`src/hdl/cdp_defines.vh`:
```
// constants for the counter data port latch block
// assumes byte-wide host port, registers at board offsets
`ifndef CDP_DEFINES_VH
`define CDP_DEFINES_VH

// ***************************************
// addresses
// ***************************************
`define CDP_ADDR_PATTERN_REQUEST_TWO 5'h1a
`define CDP_ADDR_TBASE 5'h1c
`define CDP_ADDR_CMD 5'h1e

// ***************************************
// control word fields
// ***************************************
`define CDP_SEL_HI 7
`define CDP_SEL_LO 6
`define CDP_RW_HI 5
`define CDP_RW_LO 4
`define CDP_RB_COUNT_N 5
`define CDP_RB_STATUS_N 4
`define CDP_RB_C3 3
`define CDP_RB_C2 2
`define CDP_SEL_C2 2'h1
`define CDP_SEL_C3 2'h2
`define CDP_SEL_RB 2'h3
`define CDP_RW_LATCH 2'h0
`define CDP_RW_LSB 2'h1
`define CDP_RW_MSB 2'h2
`define CDP_RW_BOTH 2'h3

// ***************************************
// reset values
// ***************************************
`define CDP_RST_COUNT 16'h0000
`define CDP_RST_BYTE 8'h00
`define CDP_RST_RW 2'h3

`endif

```
`src/hdl/cdp_channel.v`:
```
// one counter channel: data port latch and byte order logic
// assumes strobes are single-cycle and qualified by the top decode
//
// Strobed register access was chosen for this implementation.
`timescale 1ns/10ps
`default_nettype none
`include "cdp_defines.vh"

module cdp_channel (
    input wire clk,
    input wire sys_rst,
    input wire wr_en,
    input wire rd_en,
    input wire [7:0] wr_data,
    input wire cfg_en,
    input wire [5:0] cfg_mode,
    input wire latch_count,
    input wire latch_status,
    input wire [15:0] live_count,
    input wire out_level,
    output reg [7:0] rd_byte,
    output reg [15:0] load_value_r,
    output reg load_pulse_r
);

// ***************************************
// state
// ***************************************
reg [1:0] rw_mode_r;
reg [3:0] mode_bcd_r;
reg null_r;
reg wptr_r;
reg rptr_r;
reg [7:0] low_hold_r;
reg cnt_held_r;
reg [15:0] cnt_cap_r;
reg cnt_ptr_r;
reg sts_held_r;
reg [7:0] sts_cap_r;

function [7:0] pick_byte;
    input [1:0] rw;
    input ptr;
    input [15:0] val;
    begin
        if (rw == `CDP_RW_MSB || (rw == `CDP_RW_BOTH && ptr)) begin
            pick_byte = val[15:8];
        end else begin
            pick_byte = val[7:0];
        end
    end
endfunction

// ***************************************
// read mux
// ***************************************
always @* begin
    if (sts_held_r) begin
        rd_byte = sts_cap_r;
    end else if (cnt_held_r) begin
        rd_byte = pick_byte(rw_mode_r, cnt_ptr_r, cnt_cap_r);
    end else begin
        rd_byte = pick_byte(rw_mode_r, rptr_r, live_count);
    end
end

// ***************************************
// write, latch and read sequencing
// ***************************************
always @(posedge clk) begin
    if (sys_rst) begin
        rw_mode_r <= `CDP_RST_RW;
        mode_bcd_r <= 4'h0;
        null_r <= 1'b0;
        wptr_r <= 1'b0;
        rptr_r <= 1'b0;
        low_hold_r <= `CDP_RST_BYTE;
        cnt_held_r <= 1'b0;
        cnt_cap_r <= `CDP_RST_COUNT;
        cnt_ptr_r <= 1'b0;
        sts_held_r <= 1'b0;
        sts_cap_r <= `CDP_RST_BYTE;
        load_value_r <= `CDP_RST_COUNT;
        load_pulse_r <= 1'b0;
    end else begin
        load_pulse_r <= 1'b0;
        if (cfg_en) begin
            rw_mode_r <= cfg_mode[5:4];
            mode_bcd_r <= cfg_mode[3:0];
            wptr_r <= 1'b0;
            rptr_r <= 1'b0;
            null_r <= 1'b1;
        end
        if (wr_en) begin
            case (rw_mode_r)
                `CDP_RW_LSB: begin
                    load_value_r <= {8'h00, wr_data};
                    load_pulse_r <= 1'b1;
                    null_r <= 1'b0;
                end
                `CDP_RW_MSB: begin
                    load_value_r <= {wr_data, 8'h00};
                    load_pulse_r <= 1'b1;
                    null_r <= 1'b0;
                end
                `CDP_RW_BOTH: begin
                    wptr_r <= ~wptr_r;
                    if (!wptr_r) begin
                        low_hold_r <= wr_data;
                    end else begin
                        load_value_r <= {wr_data, low_hold_r};
                        load_pulse_r <= 1'b1;
                        null_r <= 1'b0;
                    end
                end
                default: begin
                    wptr_r <= wptr_r;
                end
            endcase
        end
        // capture only when nothing of the same kind is held; later requests dropped
        if (latch_count && !cnt_held_r) begin
            cnt_held_r <= 1'b1;
            cnt_cap_r <= live_count;
            cnt_ptr_r <= 1'b0;
        end
        if (latch_status && !sts_held_r) begin
            sts_held_r <= 1'b1;
            sts_cap_r <= {out_level, null_r, rw_mode_r, mode_bcd_r};
        end
        if (rd_en) begin
            if (sts_held_r) begin
                sts_held_r <= 1'b0;
            end else if (cnt_held_r) begin
                if (rw_mode_r == `CDP_RW_BOTH && !cnt_ptr_r) begin
                    cnt_ptr_r <= 1'b1;
                end else begin
                    cnt_held_r <= 1'b0;
                    cnt_ptr_r <= 1'b0;
                end
            end else if (rw_mode_r == `CDP_RW_BOTH) begin
                rptr_r <= ~rptr_r;
            end
        end
    end
end

endmodule // cdp_channel
`default_nettype wire

```
`src/hdl/cdp_port_latch.v`:
```
// top of the counter data port latch block for counters two and three
// assumes host port on clk; live counts and outputs come from the counters
`timescale 1ns/10ps
`default_nettype none
`include "cdp_defines.vh"

module cdp_port_latch (
    input wire clk,
    input wire sys_rst,
    input wire [4:0] bus_addr,
    input wire [7:0] bus_wdata,
    input wire bus_wr,
    input wire bus_rd,
    output reg [7:0] bus_rdata,
    input wire [15:0] request_two_count_bits,
    input wire [15:0] timebase_count_bits,
    input wire pattern_request_two,
    input wire timebase_out,
    output reg [15:0] request_two_load_r,
    output reg request_two_load_pulse_r,
    output reg [15:0] timebase_load_r,
    output reg timebase_load_pulse_r
);

// ***************************************
// decode
// ***************************************
wire hit_c2 = (bus_addr == `CDP_ADDR_PATTERN_REQUEST_TWO);
wire hit_c3 = (bus_addr == `CDP_ADDR_TBASE);
wire hit_cmd = (bus_addr == `CDP_ADDR_CMD);
wire cmd_wr = bus_wr && hit_cmd;
wire [1:0] counter_choice = bus_wdata[`CDP_SEL_HI:`CDP_SEL_LO];
wire [1:0] byte_access_select = bus_wdata[`CDP_RW_HI:`CDP_RW_LO];
wire is_rb = (counter_choice == `CDP_SEL_RB);
wire is_latch = !is_rb && (byte_access_select == `CDP_RW_LATCH);

function sel_hit;
    input [1:0] want;
    input [1:0] got;
    begin
        sel_hit = (want == got);
    end
endfunction

// latch word vs mode word vs read-back
wire cfg_c2 = cmd_wr && !is_latch && sel_hit(`CDP_SEL_C2, counter_choice);
wire cfg_c3 = cmd_wr && !is_latch && sel_hit(`CDP_SEL_C3, counter_choice);
wire rb_cnt = cmd_wr && is_rb && !bus_wdata[`CDP_RB_COUNT_N];
wire rb_sts = cmd_wr && is_rb && !bus_wdata[`CDP_RB_STATUS_N];
wire lc_c2 = (cmd_wr && is_latch && sel_hit(`CDP_SEL_C2, counter_choice))
    || (rb_cnt && bus_wdata[`CDP_RB_C2]);
wire lc_c3 = (cmd_wr && is_latch && sel_hit(`CDP_SEL_C3, counter_choice))
    || (rb_cnt && bus_wdata[`CDP_RB_C3]);
wire ls_c2 = rb_sts && bus_wdata[`CDP_RB_C2];
wire ls_c3 = rb_sts && bus_wdata[`CDP_RB_C3];

wire [7:0] byte_c2;
wire [7:0] byte_c3;
wire [15:0] ld2;
wire [15:0] ld3;
wire lp2;
wire lp3;

// ***************************************
// channels
// ***************************************
cdp_channel u_pattern_request_two (
    .clk(clk),
    .sys_rst(sys_rst),
    .wr_en(bus_wr && hit_c2),
    .rd_en(bus_rd && hit_c2),
    .wr_data(bus_wdata),
    .cfg_en(cfg_c2),
    .cfg_mode(bus_wdata[5:0]),
    .latch_count(lc_c2),
    .latch_status(ls_c2),
    .live_count(request_two_count_bits),
    .out_level(pattern_request_two),
    .rd_byte(byte_c2),
    .load_value_r(ld2),
    .load_pulse_r(lp2)
);

cdp_channel u_tbase (
    .clk(clk),
    .sys_rst(sys_rst),
    .wr_en(bus_wr && hit_c3),
    .rd_en(bus_rd && hit_c3),
    .wr_data(bus_wdata),
    .cfg_en(cfg_c3),
    .cfg_mode(bus_wdata[5:0]),
    .latch_count(lc_c3),
    .latch_status(ls_c3),
    .live_count(timebase_count_bits),
    .out_level(timebase_out),
    .rd_byte(byte_c3),
    .load_value_r(ld3),
    .load_pulse_r(lp3)
);

// ***************************************
// read data and load outputs
// ***************************************
// unmapped reads give zero; one-byte ports
always @(posedge clk) begin
    if (sys_rst) begin
        bus_rdata <= `CDP_RST_BYTE;
        request_two_load_r <= `CDP_RST_COUNT;
        request_two_load_pulse_r <= 1'b0;
        timebase_load_r <= `CDP_RST_COUNT;
        timebase_load_pulse_r <= 1'b0;
    end else begin
        request_two_load_r <= ld2;
        request_two_load_pulse_r <= lp2;
        timebase_load_r <= ld3;
        timebase_load_pulse_r <= lp3;
        if (bus_rd && hit_c2) begin
            bus_rdata <= byte_c2;
        end else if (bus_rd && hit_c3) begin
            bus_rdata <= byte_c3;
        end else begin
            bus_rdata <= `CDP_RST_BYTE;
        end
    end
end

endmodule // cdp_port_latch
`default_nettype wire

```
`config.mk`:
```
export PLATFORM = sky130hd
export DESIGN_NAME = cdp_port_latch
export DESIGN_NICKNAME = d
export VERILOG_FILES = /design/src/hdl/cdp_channel.v /design/src/hdl/cdp_port_latch.v
export VERILOG_INCLUDE_DIRS = /design/src /design/src/hdl
export SDC_FILE = /design/constraint.sdc
export NUM_CORES = 1
export LEC_CHECK = 0
export BUFFER_PORTS_ARGS = -buffer_cell sky130_fd_sc_hd__buf_4
export CORE_ASPECT_RATIO = 1.1
export CORE_MARGIN = 2
export CORE_UTILIZATION = 40
export DETAILED_ROUTE_END_ITERATION = 12
export PLACE_DENSITY = 0.7
export SETUP_SLACK_MARGIN = 0.2
export SYNTH_ARGS = -nofsm -noshare
export SYNTH_HDL_FRONTEND = slang
export SYNTH_HIERARCHICAL = 1
export SYNTH_SLANG_ARGS = --single-unit
```
`constraint.sdc`:
```
create_clock -name clk -period 4.5 [get_ports clk]
set_clock_uncertainty 0.05 [all_clocks]
set_input_delay 0 -clock clk [delete_from_list [all_inputs] [get_ports clk]]
set_output_delay 0 -clock clk [all_outputs]
set_load 0.02 [all_outputs]
```
# --- Yosys cells after proc, flatten, opt, wreduce, memory -nomap -nowiden ---
# Index checks and enable logic that the tools add are counted.
classes:
  n_mux: 68
  n_bitwise: 6
  eq_ne: 16
  n_reduce_logical: 56
op_table:
  columns: ["operator", "count"]
  rows:
  - ["case mux 16 bit (3 select lines)", 2]
  - ["two-way mux 8 bit", 10]
  - ["two-way mux 1 bit", 48]
  - ["two-way mux 16 bit", 2]
  - ["logical AND 1 bit", 29]
  - ["equality test 5 bit (second input constant)", 3]
  - ["case mux 1 bit (2 select lines)", 6]
  - ["AND reduction 3 bit", 4]
  - ["equality test 2 bit (second input constant)", 5]
  - ["logical NOT 1 bit", 10]
  - ["OR reduction 2 bit", 4]
  - ["logical OR 1 bit", 6]
  - ["inequality test 3 bit (second input constant)", 2]
  - ["inverter 1 bit", 6]
  - ["nonzero test 3 bit", 2]
  - ["equality test 2 x 1 -> 1 bit (second input constant)", 2]
  - ["inequality test 2 x 1 -> 1 bit (second input constant)", 2]
  - ["equality test 1 x 2 -> 1 bit (first input constant)", 1]
  - ["equality test 2 bit (first input constant)", 1]
  - ["logical NOT 2 bit", 1]
totals:
  ff_bits: 164
  output_inout_bits: 42
  elab_cells: 177
  inputBits: 51

# --- Logic depth before layout (Yosys ltp) ---
depth:
  ltp_word: 12
  depth_mapped: 8
  mapped_depth_nobuf: 8

# --- Modules after synthesis ---
# Netlist, hierarchy kept.
by_module_without_submodules:
  columns: ["module", "area_each_um2", "n_inst", "cells_each", "seq_area_each_um2"]
  rows:
  - ["cdp_channel at u_tbase", 2781.4, 1, 339, 1221.2]
  - ["cdp_channel at u_pattern_request_two", 2726.4, 1, 339, 1221.2]
  - ["cdp_port_latch", 1467.7, 1, 133, 840.8]

# --- Worst setup path after synthesis ---
# OpenSTA, ideal clock, no wires.
synth_path:
  kind: "reg2reg"
  start: "reg u_tbase.rw_mode_r[1]"
  end: "reg u_tbase.load_value_r[10]"
  arrival_ns: 1.697
  setup_time_ns: 0.132
  slack_ns: 2.621
  synth_period_minus_slack_ns: 1.879
  stages_incl_launch_ff: 9
  path_cell_list: "dfxtp_1 clkbuf_1 inv_1 ha_1 nand2b_2 or2_2 clkbuf_1 nand2_1 a21oi_1"
synth_via:
  elab_chain_cells: 3
synth_lines:
  columns: ["element", "line", "rtl"]
  rows:
  - ["start: declaration", "cdp_channel.v:29", "reg [1:0] rw_mode_r;"]
  - ["start signal: assignment", "cdp_channel.v:72", "rw_mode_r <= `CDP_RST_RW;"]
  - ["start signal: assignment", "cdp_channel.v:88", "rw_mode_r <= cfg_mode[5:4];"]
  - ["equality test 2 bit / equality test 2 x 1 -> 1 bit (equally long branches)", "cdp_channel.v:95", "case (rw_mode_r)"]
  - ["inequality test 2 x 1 -> 1 bit (no line) / nonzero test 3 bit (equally long branches)", null, null]
  - ["AND reduction 3 bit (no line)", null, null]
  - ["end signal: assignment", "cdp_channel.v:97", "load_value_r <= {8'h00, wr_data};"]
  - ["end signal: assignment", "cdp_channel.v:102", "load_value_r <= {wr_data, 8'h00};"]
  - ["end signal: assignment", "cdp_channel.v:111", "load_value_r <= {wr_data, low_hold_r};"]
  - ["end: declaration", "cdp_channel.v:22", "output reg [15:0] load_value_r,"]
# Several ways; a longest one is shown, not always the timed one.
# A chain may end at the register's enable or synchronous reset.

# --- Final worst setup path ---
layout_path:
  start: "reg u_pattern_request_two.rw_mode_r[1]"
  end: "reg bus_rdata[4]"
layout_via:
  elab_chain_cells: 7
layout_lines:
  columns: ["element", "line", "rtl"]
  rows:
  - ["start: declaration", "cdp_channel.v:29", null]
  - ["start signal: assignment", "cdp_channel.v:72", null]
  - ["start signal: assignment", "cdp_channel.v:88", null]
  - ["equality test 2 bit (no line)", null, null]
  - ["logical AND 1 bit", "cdp_channel.v:46", "if (rw == `CDP_RW_MSB || (rw == `CDP_RW_BOTH && ptr)) begin"]
  - ["logical OR 1 bit", "cdp_channel.v:46", null]
  - ["two-way mux 8 bit", "cdp_channel.v:46", null]
  - ["two-way mux 8 bit *", "cdp_channel.v:60", "end else if (cnt_held_r) begin"]
  - ["two-way mux 8 bit *", "cdp_channel.v:58", "if (sts_held_r) begin"]
  - ["named net byte_c2[4]", "cdp_port_latch.v:57", "wire [7:0] byte_c2;"]
  - ["two-way mux 8 bit *", "cdp_port_latch.v:117", "if (bus_rd && hit_c2) begin"]
  - ["end signal: assignment", "cdp_port_latch.v:118", "bus_rdata <= byte_c2;"]
  - ["end signal: assignment", "cdp_port_latch.v:120", "bus_rdata <= byte_c3;"]
  - ["end signal: assignment", "cdp_port_latch.v:122", "bus_rdata <= `CDP_RST_BYTE;"]
  - ["end: declaration", "cdp_port_latch.v:14", "output reg [7:0] bus_rdata,"]
# Mark *: on every way through the listed nets, which the timed path passes. The rest lies on a longest branch.

==> flow_metrics.py <==
metrics = {
    "logic_synthesis": {
        "syn_nets": 870,
        "synth.area.top_cells": "dfxtp_1 47%, nand2_1 8.2%, a21oi_1 8.1%",
        "netlist_instances": 811,
        "yosysMostFrequentCell": "dfxtp_1",
        "yosysTopAreaCellShare": 0.4707,
        "ys_warn_count": 6,
        "ys_seq_area_frac": 0.4707,
        "synth_edf_count": 0,
        "synth_cell_type_count": 43,
        "avgSynthCellArea_um2": 8.601,
        "ys.flop_type": "dfxtp_1",
        "synth_common_cells": "164 x dfxtp_1, 153 x nand2_1, 113 x a21oi_1",
        "ys_seq_elements": 164,
        "syn_area_um2": 6975,
        "ys_async_sr_fraction": 0,
        "synth_top_cell_by_area": "dfxtp_1",
    },
    "layout": {
        "fin_nets": 977,
        "drive_gt1_frac": 0.1677,
        "final_util": 0.5196,
        "instances_no_fill": 1164,
        "syn_to_final_growth_pct": 27.23,
        "fillers": 1586,
        "num_antenna_cells": 0,
    },
    "clock_tree": {
        "clkLatencyLatePin_ns": 0.43,
        "cts_root_buffer": "clkbuf_16",
        "cts_tree": "built",
        "clock_path_buffers": 2,
        "post_cts_buffers": 0,
        "path_clk_slew_ns": 0.06,
        "cts.sinks": 164,
        "cts_made_buffers": 17,
        "htree_levels": 4,
        "post_cts_resized": 0,
    },
    "power": {
        "power_density_nw_per_um2": 369.0,
        "leakagePower_uw": 0.003277,
        "ir_drop_v": 0.0002802,
    },
    "floorplanning": {
        "rows": 50,
        "start_util": 0.4084,
        "ioPinCount": 93,
        "die_area_um2": 18510,
        "die_y_um": 142.5,
        "die_w_um": 129.9,
        "core_area_um2": 17080,
    },
    "critical_path": {
        "worst-path-buf-inv": 2,
        "reg2reg_depth": 9,
        "cp.required_ns": 4.77,
        "path_class": "flop to flop",
        "max_stage_delay_ns": 0.57,
        "worstPathCellList": "ha_1 > a21oi_1 > or3_1 > o311ai_1 > a21oi_1 > nand3b_1 > dlygate4sd3_1 > a211oi_1 > dlygate4sd3_1",
        "critPathTopFamily": "buffers and inverters",
        "critPathMaxFanout": 13,
        "cp.depth": 9,
        "critPathArrivalTime_ns": 3.75,
        "reg2reg_to": "bus_rdata[4]",
        "crit_path_end_kind": "flop",
        "slowest_stage": "dfxtp_1",
        "r2r-start": "u_pattern_request_two/rw_mode_r[1]",
        "rrSetupSlack_ns": 1.02,
        "crit_path_start_kind": "flop",
    },
    "global_routing": {
        "grt_use_total": 0.1855,
        "grt_pass1_vias": 5529,
        "antenna_found_initial": 0,
        "grt_max_degree": 79,
        "grt_pass1_wl_mm": 27.19,
        "globalRouteOverflowTotal": 0,
    },
    "min_path": {
        "hold_path_class": "primary input to flop",
        "hold_path.startpoint": "bus_addr[4]",
        "min_to": "bus_rdata[1]",
        "hold_path_depth": 3,
    },
    "job": {
        "cap_viol_max_count": 0,
    },
    "routing": {
        "wirelength_mm": 16.59,
        "antenna_left": 0,
        "drtIter0Drc": 357,
        "wl_per_cell_um": 14.25,
        "vias_per_cell": 5.132,
        "drc_errors": 0,
        "drt-pass1-iter-count": 5,
        "vias": 5974,
    },
    "place": {
        "pre_cts_ws_ns": 1.962,
        "dp.cells": 1083,
        "hpwl_mm": 10.62,
        "portBuffers": 92,
        "place_congestion": 0.8266,
    },
    "timing": {
        "setup_viol": 0,
        "slew_viol_final": 0,
        "setup_ws_ns": 1.018,
        "fin_crit_sh": 0.7738,
        "slew_headroom": 0.2318,
        "hold_viol": 0,
        "setup_tns_ns": 0,
        "max_freq_ghz": 0.2872,
        "period_minus_slack_ns": 3.482,
        "tightest_slew_ns": 1.143,
        "hold_ws_ns": 0.05180,
        "rsz0062_at_grt": "false",
    },
    "run_status": {
        "outcome": "finished clean",
    },
}
## metrics by stage
stage               total power, uW  cell area [um^2]
finish                         3274              8875
global route                   3381              8875
CTS                            3299              8875
detailed placement             1621              7699
global placement               1620              7699
floorplan                      1551              6975
## worst register-to-register path, stage by stage (launching register included)
cell	delay, ns
dfxtp_1	0.57
ha_1	0.56
a21oi_1	0.31
or3_1	0.41
o311ai_1	0.08
a21oi_1	0.08
nand3b_1	0.12
dlygate4sd3_1	0.56
a211oi_1	0.06
dlygate4sd3_1	0.57
## timing repair
| item | 4_1_cts | 5_1_grt |
|---|---|---|
| setup endpoints to repair | 0 | 0 |
| hold buffers | 50 | 0 |
| endpoints found under the hold margin | 102 | 0 |
## per-layer routing
metal / vias to the layer above / routed length, um / track usage
met5: - / 0 / 0
met2: 182 / 7640 / 0.2888
met3: 20 / 902 / 0.04361
met4: 0 / 222 / 0.05829
met1: 2765 / 7819 / 0.2544
li1: 3007 / - / -
## logic make-up after synthesis
family	after synthesis	synth area share
buffers and inverters	68	0.05058
muxes	24	0.03444
and+or+nand+nor	377	0.2759
AOI/OAI and AO/OA	170	0.1541
DFF	164	0.4707
adders and majority gates	8	0.01435
## registers in the layout (all words and copies together), names as in the netlist, 2 cells and up
signal / cells
u_pattern_request_two/load_value_r: 16
u_pattern_request_two/rw_mode_r: 2
u_tbase/sts_cap_r: 8
u_pattern_request_two/mode_bcd_r: 4
u_tbase/cnt_cap_r: 16
timebase_load_r: 16
u_tbase/rw_mode_r: 2
u_tbase/low_hold_r: 8
bus_rdata: 8
u_pattern_request_two/cnt_cap_r: 16
u_tbase/mode_bcd_r: 4
request_two_load_r: 16
u_pattern_request_two/low_hold_r: 8
u_tbase/load_value_r: 16
u_pattern_request_two/sts_cap_r: 8
## how the worst max path moves through the flow
stage                                                  start                        to
after CTS                 u_pattern_request_two/rw_mode_r[1]              bus_rdata[4]
final                     u_pattern_request_two/rw_mode_r[1]              bus_rdata[4]
after global routing      u_pattern_request_two/rw_mode_r[1]              bus_rdata[4]
after detailed placement                u_tbase/rw_mode_r[1]              bus_rdata[6]
after global placement                  u_tbase/rw_mode_r[1]              bus_rdata[6]
after floorplan                         u_tbase/rw_mode_r[1]  u_tbase/load_value_r[10]
## where the power goes
group	internal [uW]	switching (uW)	leakage (uW)	total, uW
Sequential	1450	2.08	0.00132	1460
Clock	1050	601	0.000329	1650
Combinational	78.6	86.4	0.00163	165
Total	2580	690	0.00328	3270
## cell usage in the layout, fill, tap and decap left out, types with 3 or more instances in the layout
master and count:
nand2b_2 3, dlygate4sd3_1 50, a21oi_2 3, o311ai_1 3, ha_1 8, buf_4 95
bufinv_16 6, nand2_1 153, nor2_1 34, a311oi_1 14, nand3b_1 20, or2_2 4
nand3_1 50, nand2b_1 26, o311ai_0 13, a211oi_1 10, inv_1 10, o211ai_1 4
clkbuf_16 17, a311oi_2 4, nor2_2 4, inv_6 3, or3_1 16, nor3_1 10
a21oi_1 113, mux2i_1 24, dfxtp_1 164, nor2b_1 40
## cell type report
class | instances | area (um^2) | share of cell area
Tap cell | 234 | 292.8 | 0.03299
Inverter | 10 | 37.54 | 0.004230
Clock inverter | 13 | 246.5 | 0.02777
Timing Repair Buffer | 146 | 1234 | 0.1390
Multi-Input combinational cell | 579 | 3352 | 0.3777
Clock buffer | 18 | 429.2 | 0.04836
Sequential cell | 164 | 3283 | 0.3699
Power figures use the tool's default switching activity.
